--- src/rtl/hosc_map.vh ---
`ifndef HOSC_MAP_VH
`define HOSC_MAP_VH
// Register map
`define HOSC_ADDR_W          28
`define HOSC_STAB_SEL_ADDR   28'hffff6c0
`define HOSC_STAB_SEL_RST    8'h06
`define HOSC_CODE_MSB        2
`define HOSC_CODE_BAD        3'h7
`define HOSC_CODE_MAX        3'h6
`define HOSC_EXP_BASE        10
// Counter
`define HOSC_CNT_W           17
`define HOSC_CNT_ONE         17'h00001
`define HOSC_CNT_ZERO        17'h00000
// Modes
`define HOSC_MODE_NORMAL     2'h0
`define HOSC_MODE_STOP       2'h1
`define HOSC_MODE_DEEP_IDLE_MODE      2'h2
`endif

--- src/rtl/hosc_wait_cnt.v ---
`timescale 1ns/1ps
`default_nettype none
`include "hosc_map.vh"
// Binary wait counter: done after 2^(10+code) clocks with run set since start; code 7 counts as code 6
module hosc_wait_cnt (
  // Clock and reset
  input  wire       clk,
  input  wire       rst,
  // Control
  input  wire       start,
  input  wire       run,
  input  wire [2:0] code,
  // Status
  output reg        done_q
);
  reg  [`HOSC_CNT_W-1:0] cnt_q;
  wire [`HOSC_CNT_W-1:0] limit;
  // Code 7 is prohibited; it is clamped to the longest legal wait
  wire [2:0]             code_eff;
  assign code_eff = (code == `HOSC_CODE_BAD) ? `HOSC_CODE_MAX : code;
  assign limit    = `HOSC_CNT_ONE << (code_eff + `HOSC_EXP_BASE);
  always @(posedge clk or posedge rst) begin
    if (rst) begin
      cnt_q  <= `HOSC_CNT_ZERO;
      done_q <= 1'b0;
    end else if (start) begin
      cnt_q  <= `HOSC_CNT_ZERO;
      done_q <= 1'b0;
    end else if (run && !done_q) begin
      cnt_q <= cnt_q + `HOSC_CNT_ONE;
      if (cnt_q + `HOSC_CNT_ONE == limit) begin
        done_q <= 1'b1;
      end
    end
  end
endmodule // hosc_wait_cnt
`default_nettype wire

--- src/rtl/hosc_top.v ---
// Local design decision: the strobed register port.
`timescale 1ns/1ps
`default_nettype none
`include "hosc_map.vh"
// Summary of operation
// - Select register resets to 06h, longest legal wait.
// - Select register is accessed as a whole byte only.
// - Code n selects 2^(10+n) main clocks; code 7 prohibited.
// - Stop release wait counts only once oscillation has started.
// - After reset release wait 2^16 clocks before using the clock.
// - Halt instruction in normal mode enters CPU halt.
// - In halt only the CPU clock is gated; oscillator and peripherals run.
// - Halt stops execution; RAM kept; independent peripherals keep running.
// - Halt with pending unmasked request enters then leaves at once.
// - Nmi pin, watchdog nmi, unmasked irqs and resets release halt.
// - After halt release the device returns to normal mode.
// - Any nmi or unmasked request releases halt regardless of priority.
// - Lower priority request releases halt, is not acknowledged, stays pending.
// - Higher priority or nmi request releases halt and is acknowledged.
// - Nmi release branches to handler whether irqs enabled or not.
// - Maskable release with irqs disabled runs next instruction.
// - Reset release of halt runs the ordinary reset sequence.
// - Standby release masks have no effect on halt release.
module hosc_top (
  // Clock and reset
  input  wire                    clk,
  input  wire                    rst,
  // Register port
  input  wire [`HOSC_ADDR_W-1:0] reg_addr,
  input  wire [7:0]              reg_wdata,
  input  wire                    reg_wr,
  input  wire                    reg_rd,
  output reg  [7:0]              reg_rdata_q,
  // CPU core
  input  wire                    halt_exec,
  input  wire                    irq_globally_enabled,
  input  wire                    in_isr,
  // Release sources
  input  wire                    nmi_pin,
  input  wire                    watchdog_nonmaskable_irq,
  input  wire                    maskable_irq_pending,
  input  wire                    maskable_irq_higher_prio,
  // Standby control from power save logic
  input  wire [1:0]              standby_mode_req,
  input  wire                    standby_release,
  input  wire                    osc_started,
  input  wire                    wdt_wake_mask,
  input  wire                    pin_nmi_wake_mask,
  input  wire                    maskable_wake_mask,
  // Clock gates and status
  output reg                     cpu_clk_en_q,
  output reg                     sys_clk_en_q,
  output reg                     osc_en_q,
  output reg                     halted_q,
  output reg                     irq_ack_q,
  output reg                     branch_handler_q,
  output reg                     wait_busy_q
);
  // --------------------------------------------------------------
  // State encoding
  // --------------------------------------------------------------
  localparam [4:0] ST_RSTWAIT = 5'h01;
  localparam [4:0] ST_NORMAL  = 5'h02;
  localparam [4:0] ST_HALT    = 5'h04;
  localparam [4:0] ST_STOP    = 5'h08;
  localparam [4:0] ST_WAIT    = 5'h10;

  // Only bits 2..0 exist; upper bits read zero
  function sel_hit;
    input [`HOSC_ADDR_W-1:0] a;
    begin
      sel_hit = (a == `HOSC_STAB_SEL_ADDR);
    end
  endfunction

  // Deep idle shares the stop path: the clock restarts and the wait runs
  // again, trading a little wake latency for one common sequence
  function standby_req;
    input [1:0] m;
    begin
      standby_req = (m == `HOSC_MODE_STOP) || (m == `HOSC_MODE_DEEP_IDLE_MODE);
    end
  endfunction

  reg  [4:0] state_q;
  reg  [4:0] state_d;
  reg  [2:0] code_q;
  reg  [7:0] rdata_d;
  reg        wait_start;
  reg        wait_run;
  wire       wait_done;
  wire       nmi_any;
  wire       halt_wake;

  // Named wait-code bits of the select register
  wire       wait_code_bit2;
  wire       wait_code_bit1;
  wire       wait_code_bit0;
  assign wait_code_bit2 = code_q[2];
  assign wait_code_bit1 = code_q[1];
  assign wait_code_bit0 = code_q[0];

  // --------------------------------------------------------------
  // Register port
  // --------------------------------------------------------------
  localparam [7:0] STAB_SEL_RST = `HOSC_STAB_SEL_RST;

  // Whole-byte writes only; upper bits are dropped, software keeps them zero
  always @(posedge clk or posedge rst) begin
    if (rst) begin
      code_q <= STAB_SEL_RST[`HOSC_CODE_MSB:0];
    end else if (reg_wr && sel_hit(reg_addr)) begin
      code_q <= reg_wdata[`HOSC_CODE_MSB:0];
    end
  end

  // Read data: the code sits in the low bits, upper bits read zero
  always @* begin
    rdata_d = 8'h00;
    if (reg_rd && sel_hit(reg_addr)) begin
      rdata_d = {5'h00, code_q};
    end
  end

  always @(posedge clk or posedge rst) begin
    if (rst) begin
      reg_rdata_q <= 8'h00;
    end else begin
      reg_rdata_q <= rdata_d;
    end
  end

  // --------------------------------------------------------------
  // Halt release decode
  // --------------------------------------------------------------
  // Standby masks are deliberately not used here
  assign nmi_any   = nmi_pin | watchdog_nonmaskable_irq;
  assign halt_wake = nmi_any | maskable_irq_pending;

  // Wake masks belong to the deeper standby modes only
  wire unused_masks = wdt_wake_mask | pin_nmi_wake_mask | maskable_wake_mask;

  // --------------------------------------------------------------
  // Sequencer
  // --------------------------------------------------------------
  always @* begin
    state_d    = state_q;
    wait_start = 1'b0;
    wait_run   = 1'b0;
    case (state_q)
      ST_RSTWAIT: begin
        wait_run = 1'b1;
        if (wait_done) begin
          state_d = ST_NORMAL;
        end
      end
      ST_NORMAL: begin
        if (halt_exec) begin
          state_d = ST_HALT;
        end else if (standby_req(standby_mode_req)) begin
          state_d = ST_STOP;
        end
      end
      ST_HALT: begin
        // A request already pending leaves on the next edge
        if (halt_wake) begin
          state_d = ST_NORMAL;
        end
      end
      ST_STOP: begin
        if (standby_release) begin
          wait_start = 1'b1;
          state_d    = ST_WAIT;
        end
      end
      ST_WAIT: begin
        // Start-up before oscillation is not counted
        wait_run = osc_started;
        if (wait_done) begin
          state_d = ST_NORMAL;
        end
      end
      default: begin
        state_d = ST_RSTWAIT;
      end
    endcase
  end

  // --------------------------------------------------------------
  // Output decode helpers
  // --------------------------------------------------------------
  // The CPU clock runs only in normal operation
  function cpu_runs;
    input [4:0] s;
    begin
      cpu_runs = (s == ST_NORMAL);
    end
  endfunction

  // Peripherals keep their clock in normal operation and in halt
  function periph_runs;
    input [4:0] s;
    begin
      periph_runs = (s == ST_NORMAL) || (s == ST_HALT);
    end
  endfunction

  // The oscillator is parked only in the stop state, until standby release
  function osc_runs;
    input [4:0] s;
    begin
      osc_runs = (s != ST_STOP);
    end
  endfunction

  // Both the reset wait and the release wait keep the clocks shut
  function in_wait;
    input [4:0] s;
    begin
      in_wait = (s == ST_RSTWAIT) || (s == ST_WAIT);
    end
  endfunction

  // --------------------------------------------------------------
  // Wake classification
  // --------------------------------------------------------------
  reg ack_d;
  reg branch_d;

  // A maskable request is taken only with irqs enabled and, inside a
  // service routine, only when it outranks the routine's own level.
  // A lower request still wakes the core but stays pending.
  always @* begin
    ack_d    = 1'b0;
    branch_d = 1'b0;
    if (state_q == ST_HALT && halt_wake) begin
      if (nmi_any) begin
        ack_d    = 1'b1;
        branch_d = 1'b1;
      end else if (irq_globally_enabled && (!in_isr || maskable_irq_higher_prio)) begin
        ack_d    = 1'b1;
        branch_d = 1'b1;
      end else begin
        ack_d    = 1'b0;
        branch_d = 1'b0;
      end
    end
  end

  // --------------------------------------------------------------
  // State register
  // --------------------------------------------------------------
  // Reset release of halt is simply the asynchronous reset path
  always @(posedge clk or posedge rst) begin
    if (rst) begin
      state_q <= ST_RSTWAIT;
    end else begin
      state_q <= state_d;
    end
  end

  // --------------------------------------------------------------
  // Clock gates
  // --------------------------------------------------------------
  // Gates are registered from the next state so they switch with it
  always @(posedge clk or posedge rst) begin
    if (rst) begin
      cpu_clk_en_q <= 1'b0;
    end else begin
      cpu_clk_en_q <= cpu_runs(state_d);
    end
  end

  // CPU clock gated in halt; peripherals keep their clock
  always @(posedge clk or posedge rst) begin
    if (rst) begin
      sys_clk_en_q <= 1'b0;
    end else begin
      sys_clk_en_q <= periph_runs(state_d);
    end
  end

  // Standby masks never hold the oscillator; only the stop state parks it
  always @(posedge clk or posedge rst) begin
    if (rst) begin
      osc_en_q <= 1'b1;
    end else begin
      osc_en_q <= osc_runs(state_d);
    end
  end

  // --------------------------------------------------------------
  // Status flags
  // --------------------------------------------------------------
  // Halted follows the next state so it rises on the entry edge
  always @(posedge clk or posedge rst) begin
    if (rst) begin
      halted_q <= 1'b0;
    end else begin
      halted_q <= (state_d == ST_HALT);
    end
  end

  // Busy spans both the reset wait and the release wait
  always @(posedge clk or posedge rst) begin
    if (rst) begin
      wait_busy_q <= 1'b1;
    end else begin
      wait_busy_q <= in_wait(state_d);
    end
  end

  // Ack and branch are one-cycle pulses on the halt exit edge
  always @(posedge clk or posedge rst) begin
    if (rst) begin
      irq_ack_q <= 1'b0;
    end else begin
      irq_ack_q <= ack_d;
    end
  end

  always @(posedge clk or posedge rst) begin
    if (rst) begin
      branch_handler_q <= 1'b0;
    end else begin
      branch_handler_q <= branch_d;
    end
  end

  // --------------------------------------------------------------
  // Wait counter
  // --------------------------------------------------------------
  hosc_wait_cnt u_wait (
    .clk    (clk),
    .rst    (rst),
    .start  (wait_start),
    .run    (wait_run),
    .code   ({wait_code_bit2, wait_code_bit1, wait_code_bit0}),
    .done_q (wait_done)
  );
endmodule // hosc_top
`default_nettype wire

--- config.mk ---
export PLATFORM = sky130hd
export DESIGN_NAME = hosc_top
export DESIGN_NICKNAME = d
export VERILOG_FILES = /design/src/rtl/hosc_wait_cnt.v /design/src/rtl/hosc_top.v
export VERILOG_INCLUDE_DIRS = /design/src /design/src/rtl
export SDC_FILE = /design/constraint.sdc
export NUM_CORES = 1
export LEC_CHECK = 0
export BUFFER_PORTS_ARGS = -buffer_cell sky130_fd_sc_hd__buf_2
export CORE_UTILIZATION = 51
export DETAILED_ROUTE_END_ITERATION = 12
export PLACE_DENSITY = 0.82
export SLEW_MARGIN = 20
export SYNTH_ARGS = -nofsm -noshare
export SYNTH_HDL_FRONTEND = slang
export SYNTH_SLANG_ARGS = --single-unit
--- constraint.sdc ---
create_clock -name clk -period 3.1 [get_ports clk]
set_input_delay 0.155 -clock clk [delete_from_list [all_inputs] [get_ports clk]]
set_output_delay 0.155 -clock clk [all_outputs]
set_load 0.05 [all_outputs]
Word level (Yosys, flattened, before mapping)
Index checks and enable logic that the tools add are counted.

word-level totals
  bits in registers = 40
  input port bits = 54
  output and inout bits = 15
  logic and storage cells = 65

operators by class
  add/sub/neg operators = 2
  equality and inequality tests = 15
  shift operators = 1
  multiplexer cells = 19
  bitwise logic cells = 2
  reductions and logical operators = 15

operator list
  operator                 number
  $mux W17                 2
  $shl A1 B32 Y17 const A  1
  $eq A28 B28 Y1 const B   1
  $mux W5                  5
  $pmux W5 S4              1
  $add A17 B1 Y17 const B  1
  $eq A17 B17 Y1           1
  $eq A5 B1 Y1 const B     2
  $eq A5 B2 Y1 const B     2
  $eq A5 B3 Y1 const B     2
  $eq A5 B5 Y1 const B     2
  $mux W1                  8
  $mux W3                  2
  $add A3 B4 Y5 const B    1
  $eq A5 B4 Y1 const B     1
  $logic_and A1 B1 Y1      5
  $ne A5 B4 Y1 const B     1
  $logic_or A1 B1 Y1       4
  $reduce_bool A2 Y1       2
  $eq A3 B3 Y1 const B     1
  $eq A2 B1 Y1 const B     1
  $eq A2 B2 Y1 const B     1
  $logic_not A1 Y1         2
  $or A1 B1 Y1             2
  other kinds (3)          3

Depth between registers and ports, before layout
Gate-level depths: netlist of the first run.

  word-level depth = 8
  gate-level depth with buffers = 9
  depth with buffers taken out = 7

Hierarchy
A second synthesis of the first run with hierarchy kept.

second synthesis, totals
  cell total of the unflattened synthesis = 246
  area total of the unflattened synthesis = 2274.7 um^2

modules (own cells, without submodules)
  module         instances  cells each  area an instance (um^2)  sequential area each (um^2)
  hosc_wait_cnt  1          154         1331.3                   450.4
  hosc_top       1          92          943.4                    431.7

Least setup slack after synthesis of the first run
No wires, ideal clock.

  path type = flip-flop to flip-flop
  start = register code_q[1]
  end = register u_wait.done_q
  library setup time = 0.122 ns
  arrival time = 2.164 ns
  required time = 2.978 ns
  slack = 0.815 ns
  cell stages (with the launch flop) = 10
  buffers on the path = 2
  period minus slack after synthesis = 2.285 ns
  cells stage by stage = dfstp_2 -> clkbuf_1 -> clkbuf_1 -> ha_1 -> nor4b_1 -> xor2_1 -> xnor2_1 -> a31oi_1 -> a21oi_1 -> a32o_1

on the way
  word-level cells in the longest chain between the ends = 7

RTL lines
  what                            line                text
  start, declared                 hosc_top.v:87       reg [2:0] code_q;
  start signal, assigned          hosc_top.v:111      code_q <= STAB_SEL_RST[`HOSC_CODE_MSB:0];
  start signal, assigned          hosc_top.v:113      code_q <= reg_wdata[`HOSC_CODE_MSB:0];
  $eq A3 B3 Y1 (no line)          n/a
  $mux W3 *                       hosc_wait_cnt.v:20  assign code_eff = (code == `HOSC_CODE_BAD) ? `HOSC_CODE_MAX : code;
  $add A3 B4 Y5 (no line) *       n/a
  $shl A1 B32 Y17 (no line) *     n/a
  $eq A17 B17 Y1 *                hosc_wait_cnt.v:31  if (cnt_q + `HOSC_CNT_ONE == limit) begin
  $reduce_bool A2 Y1 (no line) *  n/a
  $reduce_and A2 Y1 (no line) *   n/a
  end signal, assigned            hosc_wait_cnt.v:25  done_q <= 1'b0;
  end signal, assigned            hosc_wait_cnt.v:28  done_q <= 1'b0;
  end signal, assigned            hosc_wait_cnt.v:32  done_q <= 1'b1;
  end, declared                   hosc_wait_cnt.v:14  output reg done_q

Mark *: on every way between the ends. The rest lies on a longest branch, timed or not.
A chain may end at the register's enable or synchronous reset.

Worst setup path in the final report of the first run
  start = register state_q[2]
  end = register u_wait.cnt_q[13]

on the way
  word-level cells in the longest chain between the ends = 4
  elaborated cells between the ends (all ways) = 8
  classes of those cells = eq/ne (3); mux (3); reduce/logical (2)

RTL lines
  what                                                 line                text
  start, declared                                      hosc_top.v:85       reg [4:0] state_q;
  start signal, assigned                               hosc_top.v:258      state_q <= state_d;
  $eq A5 B5 Y1 / $eq A5 B1 Y1 (equally long branches)  hosc_top.v:150      case (state_q)
  $pmux W1 S2                                          hosc_top.v:150
  $logic_and A1 B1 Y1                                  hosc_wait_cnt.v:29  end else if (run && !done_q) begin
  $reduce_bool A2 Y1 (no line)                         n/a
  end signal, assigned                                 hosc_wait_cnt.v:24  cnt_q <= `HOSC_CNT_ZERO;
  end signal, assigned                                 hosc_wait_cnt.v:27  cnt_q <= `HOSC_CNT_ZERO;
  end signal, assigned                                 hosc_wait_cnt.v:30  cnt_q <= cnt_q + `HOSC_CNT_ONE;
  end, declared                                        hosc_wait_cnt.v:16  reg [`HOSC_CNT_W-1:0] cnt_q;

Several ways; a longest one is shown, not always the timed one.

==> run_results.csv, run 1 <==
group,metric,value,unit
status,status,"finished clean",
synthesis,synthSimpleGateAreaFrac,25.0,%
critical_path,worstPathRequired,3.26,ns
global_routing,grt_first_pass_wirelength,6990,µm
floorplan,die_area,4630,µm²
synthesis,syn_inst,250,
routing,drc,0,
synthesis,synth_mux_area_share,1.52,%
routing,wirelength,4440,µm
clock_network,cts_resized,0,
critical_path,start_kind,"register",
synthesis,synth_seq_cells,35,
critical_path,path_buf_inv,0,
clock_network,clk_pin_slew,0.08,ns
power_and_ir_drop,p_sw,656,µW
critical_path,cp_common_cell,"o21ai_0",
finish,layout.nets,358,
timing,worst_slew_pin_slew,0.738,ns
power_and_ir_drop,leakage,1.16,nW
synthesis,syn-mean-instance-area,8.90,µm²
floorplan,core_area,4090,µm²
power_and_ir_drop,p_int,988,µW
synthesis,synth_top_family_by_area,"simple AND/OR/NAND/NOR gates",
critical_path,critPathKind,"reg -> reg",
global_routing,first_global_vias,1597,
timing,fmax,0.426,GHz
routing,drtPass1Iterations,4,
floorplan,die_w,68.0,µm
timing,relSlewSlack,50.4,%
floorplan,die_y,68.0,µm
finish,n_fill_cell,364,
routing,wl_per_cell,12.6,µm
placed_design,dp_hpwl,3290,µm
timing,tns,0,ns
synthesis,synth_fa_ha_area_share,1.69,%
worst_hold_path,hold_path_class,"in -> reg",
clock_network,cts_tree,"done",
clock_network,cts_sinks,35,
power_and_ir_drop,ir_drop,413,µV
power_and_ir_drop,switching_share,39.9,%
finish,drive_gt1_share,26.5,%
finish,areaGrowthSynthToFinish,16.0,%
synthesis,synth_area,2220,µm²
power_and_ir_drop,powerDensity,637,nW/µm²
finish,final_cell_mix,"buf_2, dfrtp_1, nor2_1",
job,maxCapViolations,0,
global_routing,grt_overflow_total,0,
floorplan,ios,69,
clock_network,cts_root_buffer,"clkbuf_8",
finish,diodes,0,
timing,hold_ws,0.0964,ns
timing,finalCriticalPeriod,2.35,ns
routing,drtAntennaViolNets,0,
global_routing,antenna_found_initial,0,
power_and_ir_drop,totalPowerFinal,1.64,mW
timing,drv_slew,0,
clock_network,cts_buffers,5,
critical_path,cp_slowest_cell,"or4_4",
placed_design,gp_congestion,0.832,
floorplan,initial_core_util,54.4,%
global_routing,track_usage,20.0,%
power_and_ir_drop,p_seq_share,35.9,%
synthesis,yosysSeqAreaShare,39.7,%
critical_path,critPathArrivalTime,2.50,ns
synthesis,synth_cell_types,51,
power_and_ir_drop,clkPwrFrac,24.9,%
synthesis,ys_async_sr_fraction,100,%
power_and_ir_drop,combPwrFrac,39.2,%
critical_path,path_max_fanout,20,
critical_path,critPathCaptureType,"register",
timing,post-route-period-util,75.7,%
synthesis,synth_edf_count,0,
critical_path,cp_cell_sequence,"or4_4, a21o_1, and2_1, o21ai_0, o21ai_0",
timing,hold_violations,0,
timing,rsz0062_at_grt,"no",
global_routing,grt_max_degree,36,
placed_design,port_buffers,55,
placed_design,dp_cells,343,
finish,final_common_cell,"buf_2",
routing,drt_iter0_markers,101,
synthesis,synth_compound_area_share,17.4,%
clock_network,cts.path.max_buffers,2,
placed_design,place_worst_setup_slack,0.748,ns
synthesis,synth_warnings,0,
routing,via_count,1963,
timing,setup_viol,0,
timing,fin_ws,0.753,ns
finish,layout.cells.non_filler,352,
routing,vias_per_cell,5.58,
clock_network,cts_max_level,2,
timing,skew,0.0155,ns
critical_path,critical_path.top_delay_family,"simple AND/OR/NAND/NOR gates",
clock_network,post-cts-setup-buffer-count,0,
clock_network,cts-hold-fix-buffers,1,
floorplan,rows,23,
clock_network,insertion_delay,0.29,ns
critical_path,crit_path_max_incr_delay,0.57,ns
synthesis,synthXorXnorAreaFrac,6.92,%
synthesis,ys.flop_type,"dfrtp_1",
-- power groups by stage --
stage | sequential (mW) | combinational [mW] | clock, mW
6_report | 0.590 | 0.644 | 0.410
5_1_grt | 0.603 | 0.720 | 0.440
4_1_cts | 0.590 | 0.649 | 0.420
3_5_place_dp | 0.598 | 0.646 | 0
3_3_place_gp | 0.596 | 0.629 | 0
2_1_floorplan | 0.646 | 0.542 | 0
-- cell type report --
type | instances | area [µm²] | area share, %
multi-input cells | 191 | 1190 | 46.0
flip-flops and latches | 35 | 882 | 34.2
repair buffers | 58 | 300 | 11.6
clock buffers | 5 | 68.8 | 2.67
well taps | 50 | 62.6 | 2.42
clock inverters | 3 | 43.8 | 1.70
inverters | 10 | 37.5 | 1.45
-- cells by family after synthesis --
| logic type | after synthesis |
|---|---|
| AO/OA/AOI/OAI | 61 |
| XOR/XNOR | 16 |
| adder cells (fa/ha/maj) | 3 |
| buffers and inverters | 28 |
| flip-flops | 35 |
| multiplexers | 3 |
| other | 1 |
| AND/OR/NAND/NOR | 103 |
-- final timing paths --
| path | depth (start not counted) | start | slack, ns | to |
|---|---|---|---|---|
| setup reg to reg | 5 | state_q[2] | 0.75 | u_wait.cnt_q[13] |
| setup / recovery | 5 | state_q[2] | 0.75 | u_wait.cnt_q[13] |
| hold / removal | 2 | reg_wdata[0] | 0.1 | code_q[0] |
| hold reg to reg | 1 | u_wait.cnt_q[14] | 0.53 | u_wait.cnt_q[14] |
| max in group asynchronous | 4 | rst | 2.26 | code_q[1] |
| min in group asynchronous | 4 | rst | 0.49 | u_wait.cnt_q[12] |
-- Yosys cell counts (5+ instances only) --
master   number  area share (%)
buf_4         7             2.4
nand2_1      21             3.5
nand3_1       9             2.0
a31oi_1       6             1.7
nor3_1        7             1.6
dfstp_2       5             5.9
o21ai_1       9             2.0
o21ai_0      20             4.5
dfrtp_1      30              34
a21oi_1       5             1.1
buf_6         5             2.5
xnor2_1      11             4.3
inv_1        10             1.7
nor2_1       23             3.9
o31ai_1       7             2.4
and3_1        5             1.4
nand4_1       9             2.5
-- flip-flops by register name (all words and copies together) (netlist names), 3 cells and up --
name          flops
u_wait.cnt_q     17
state_q           5
code_q            3
reg_rdata_q       3
-- routing by layer --
layer | wire length (µm) | track usage (%)
met1 | 1960 | 26.3
met2 | 2240 | 32.4
met3 | 231 | 6.50
met4 | 0 | 3.13
met5 | 0 | 0
-- through the flow --
step,utilization [%],instance area [µm²]
floorplan,-,2240
global placement,60.2,2460
detailed placement,60.2,2460
CTS,63.2,2580
global route,63.2,2580
finish,63.2,2580
(Power assumes the default switching activity.)
==> run 2, diff against run 1 <==
--- a/config.mk
+++ b/config.mk
@@ -6,10 +6,11 @@
 export SDC_FILE = /design/constraint.sdc
 export NUM_CORES = 1
 export LEC_CHECK = 0
+export ABC_AREA = 1
 export BUFFER_PORTS_ARGS = -buffer_cell sky130_fd_sc_hd__buf_2
-export CORE_UTILIZATION = 51
+export CORE_UTILIZATION = 47
 export DETAILED_ROUTE_END_ITERATION = 12
-export PLACE_DENSITY = 0.82
+export PLACE_DENSITY = 0.79
 export SLEW_MARGIN = 20
 export SYNTH_ARGS = -nofsm -noshare
 export SYNTH_HDL_FRONTEND = slang
==> constraint.sdc (replaced) <==
create_clock -name clk -period 1.9 [get_ports clk]
set_input_delay 0.095 -clock clk [delete_from_list [all_inputs] [get_ports clk]]
set_output_delay 0.095 -clock clk [all_outputs]
set_load 0.05 [all_outputs]
==> run_results.csv, run 2 <==
group,metric,value,unit
timing,setup_viol,0,
timing,skew,0.00479,ns
synthesis,ys.flop_type,"dfrtp_1",
finish,drive_gt1_share,24.1,%
power_and_ir_drop,leakage,1.41,nW
routing,drtAntennaViolNets,0,
timing,post-route-period-util,91.2,%
timing,finalCriticalPeriod,1.73,ns
job,maxCapViolations,0,
finish,utilization,61.7,%
routing,vias_per_cell,5.19,
power_and_ir_drop,ir_drop,692,µV
synthesis,yosysTopAreaCell,"dfrtp_1",
finish,reg.largest.list,"u_wait.cnt_q: 17 flops, state_q: 5 flops",
finish,n_fill_cell,395,
finish,diodes,0,
floorplan,die_w,71.5,µm
floorplan,die_y,71.5,µm
clock_network,cts_max_level,2,
synthesis,synth_area,2270,µm²
status,status,"finished clean",
critical_path,path_max_fanout,6,
clock_network,cts_tree,"done",
synthesis,synth_edf_count,0,
floorplan,die_area,5110,µm²
placed_design,placed_cell_area,2600,µm²
routing,drc,0,
global_routing,grt_overflow_total,0,
synthesis,syn-mean-instance-area,6.94,µm²
timing,fin_ws,0.168,ns
clock_network,cts_sinks,35,
timing,hold_violations,0,
timing,drv_slew,0,
placed_design,dp_cells,433,
synthesis,yosysTopAreaCellShare,33.1,%
routing,drt_iter0_markers,139,
floorplan,ios,69,
global_routing,antenna_found_initial,0,
finish,final_cell_mix,"nand2_1, inv_1, buf_2",
clock_network,cts_buffers,5,
synthesis,synth.area.top_cells,"dfrtp_1, nand2_1, inv_1",
global_routing,first_global_vias,2033,
clock_network,post-cts-setup-buffer-count,0,
power_and_ir_drop,totalPowerFinal,3.37,mW
global_routing,grt_first_pass_wirelength,8290,µm
synthesis,ys_async_sr_fraction,100,%
finish,layout.nets,446,
critical_path,worstPathRequired,2.11,ns
critical_path,critPathKind,"reg -> reg",
routing,via_count,2292,
finish,fin_area,2780,µm²
synthesis,synthTopCellsByCount,"nand2_1, inv_1, nand3_1, dfrtp_1, nor2_1",
placed_design,place_worst_setup_slack,0.137,ns
power_and_ir_drop,powerDensity,1210,nW/µm²
timing,fmax,0.577,GHz
clock_network,cts.path.max_buffers,2,
routing,wl_per_cell,11.6,µm
floorplan,initial_core_util,50.4,%
synthesis,syn_inst,327,
clock_network,insertion_delay,0.28,ns
placed_design,gp_congestion,0.890,
synthesis,post-synth-top-count-cell,"nand2_1",
critical_path,start_kind,"register",
finish,top_register,"u_wait.cnt_q",
routing,wirelength,5120,µm
synthesis,synth_warnings,0,
synthesis,synth_cell_types,32,
global_routing,track_usage,20.3,%
synthesis,yosysSeqAreaShare,38.9,%
global_routing,grt_max_degree,36,
routing,drtPass1Iterations,4,
finish,areaGrowthSynthToFinish,22.4,%
timing,tns,0,ns
critical_path,critPathArrivalTime,1.95,ns
clock_network,clk_pin_slew,0.08,ns
timing,hold_ws,0.0180,ns
synthesis,synth_seq_cells,35,
floorplan,rows,24,
finish,largest_reg_flops,17,
placed_design,dp_hpwl,3890,µm
placed_design,port_buffers,55,
finish,final_common_cell,"nand2_1",
timing,rsz0062_at_grt,"no",
finish,layout.cells.non_filler,442,
critical_path,critPathCaptureType,"register",
floorplan,core_area,4500,µm²
worst_hold_path,hold_path_class,"in -> reg",
clock_network,cts_root_buffer,"clkbuf_8",
## run 2: cell types whose count changed after synthesis, moves of 6 or more
cell     previous run  this run
o22ai_1             1         8
inv_1              10        55
o31ai_1             7         0
xnor2_1            11         0
o21ai_1             9         0
nand2_1            21        91
a31oi_1             6         0
nand3_1             9        36
o21ai_0            20        13
## run 2: power breakdown
part	switching (mW)	total [mW]	internal [mW]
logic	0.898	1.36	0.461
registers	0.207	1.20	0.998
clock network	0.280	0.803	0.523
## run 2: repair_timing
item,CTS,global route
hold buffers,1,0
gates resized for setup,0,8
endpoints found under the setup margin,0,1
hold endpoints to repair,30,0
## run 2: worst max-delay path, stage by stage, from the launching register on
cell,delay [ns]
dfrtp_1,0.40
ha_4,0.15
nand2_1,0.09
nor2_4,0.20
nand2_2,0.10
o21ai_2,0.15
nand2_1,0.09
nand2_1,0.06
nand2_1,0.05
nor2_1,0.15
nand3_1,0.09
a21oi_1,0.12
## run 2: routing by layer
layer / global-route usage (%) / vias up / wire, µm
met5: 0 / - / 0
met4: 5.23 / 0 / 34
met3: 4.50 / 5 / 282
met2: 35.2 / 77 / 2490
met1: 25.9 / 1035 / 2310
li1: - / 1175 / -
## run 2: final timing paths
check | slack [ns] | end | from | cells past startpoint
worst min register to register | 0.49 | code_q[2] | code_q[2] | 2
min in group asynchronous | 0.44 | cpu_clk_en_q | rst | 4
worst min-delay path | 0.02 | code_q[2] | reg_wdata[2] | 3
worst max register to register | 0.17 | u_wait.done_q | u_wait.cnt_q[0] | 11
max in group asynchronous | 1.12 | wait_busy_q | rst | 4
worst max-delay path | 0.17 | u_wait.done_q | u_wait.cnt_q[0] | 11
## run 2: final cells by class
| class | instances | area [µm²] | share of cell area (%) |
|---|---|---|---|
| Inverter | 56 | 210 | 7.56 |
| Sequential cell | 35 | 882 | 31.7 |
| Multi-Input combinational cell | 230 | 1160 | 41.8 |
| Tap cell | 52 | 65.1 | 2.34 |
| Clock inverter | 3 | 67.6 | 2.43 |
| Clock buffer | 5 | 68.8 | 2.48 |
| Timing Repair Buffer | 61 | 323 | 11.6 |
## run 2: kinds of logic after synthesis
logic type / share of synthesized area, %
flip-flops: 38.9
other: 0.165
XOR/XNOR: 0.386
AND/OR/NAND/NOR: 38.8
buffers and inverters: 12.0
adder cells (fa/ha/maj): 1.65
AO/OA/AOI/OAI: 8.16
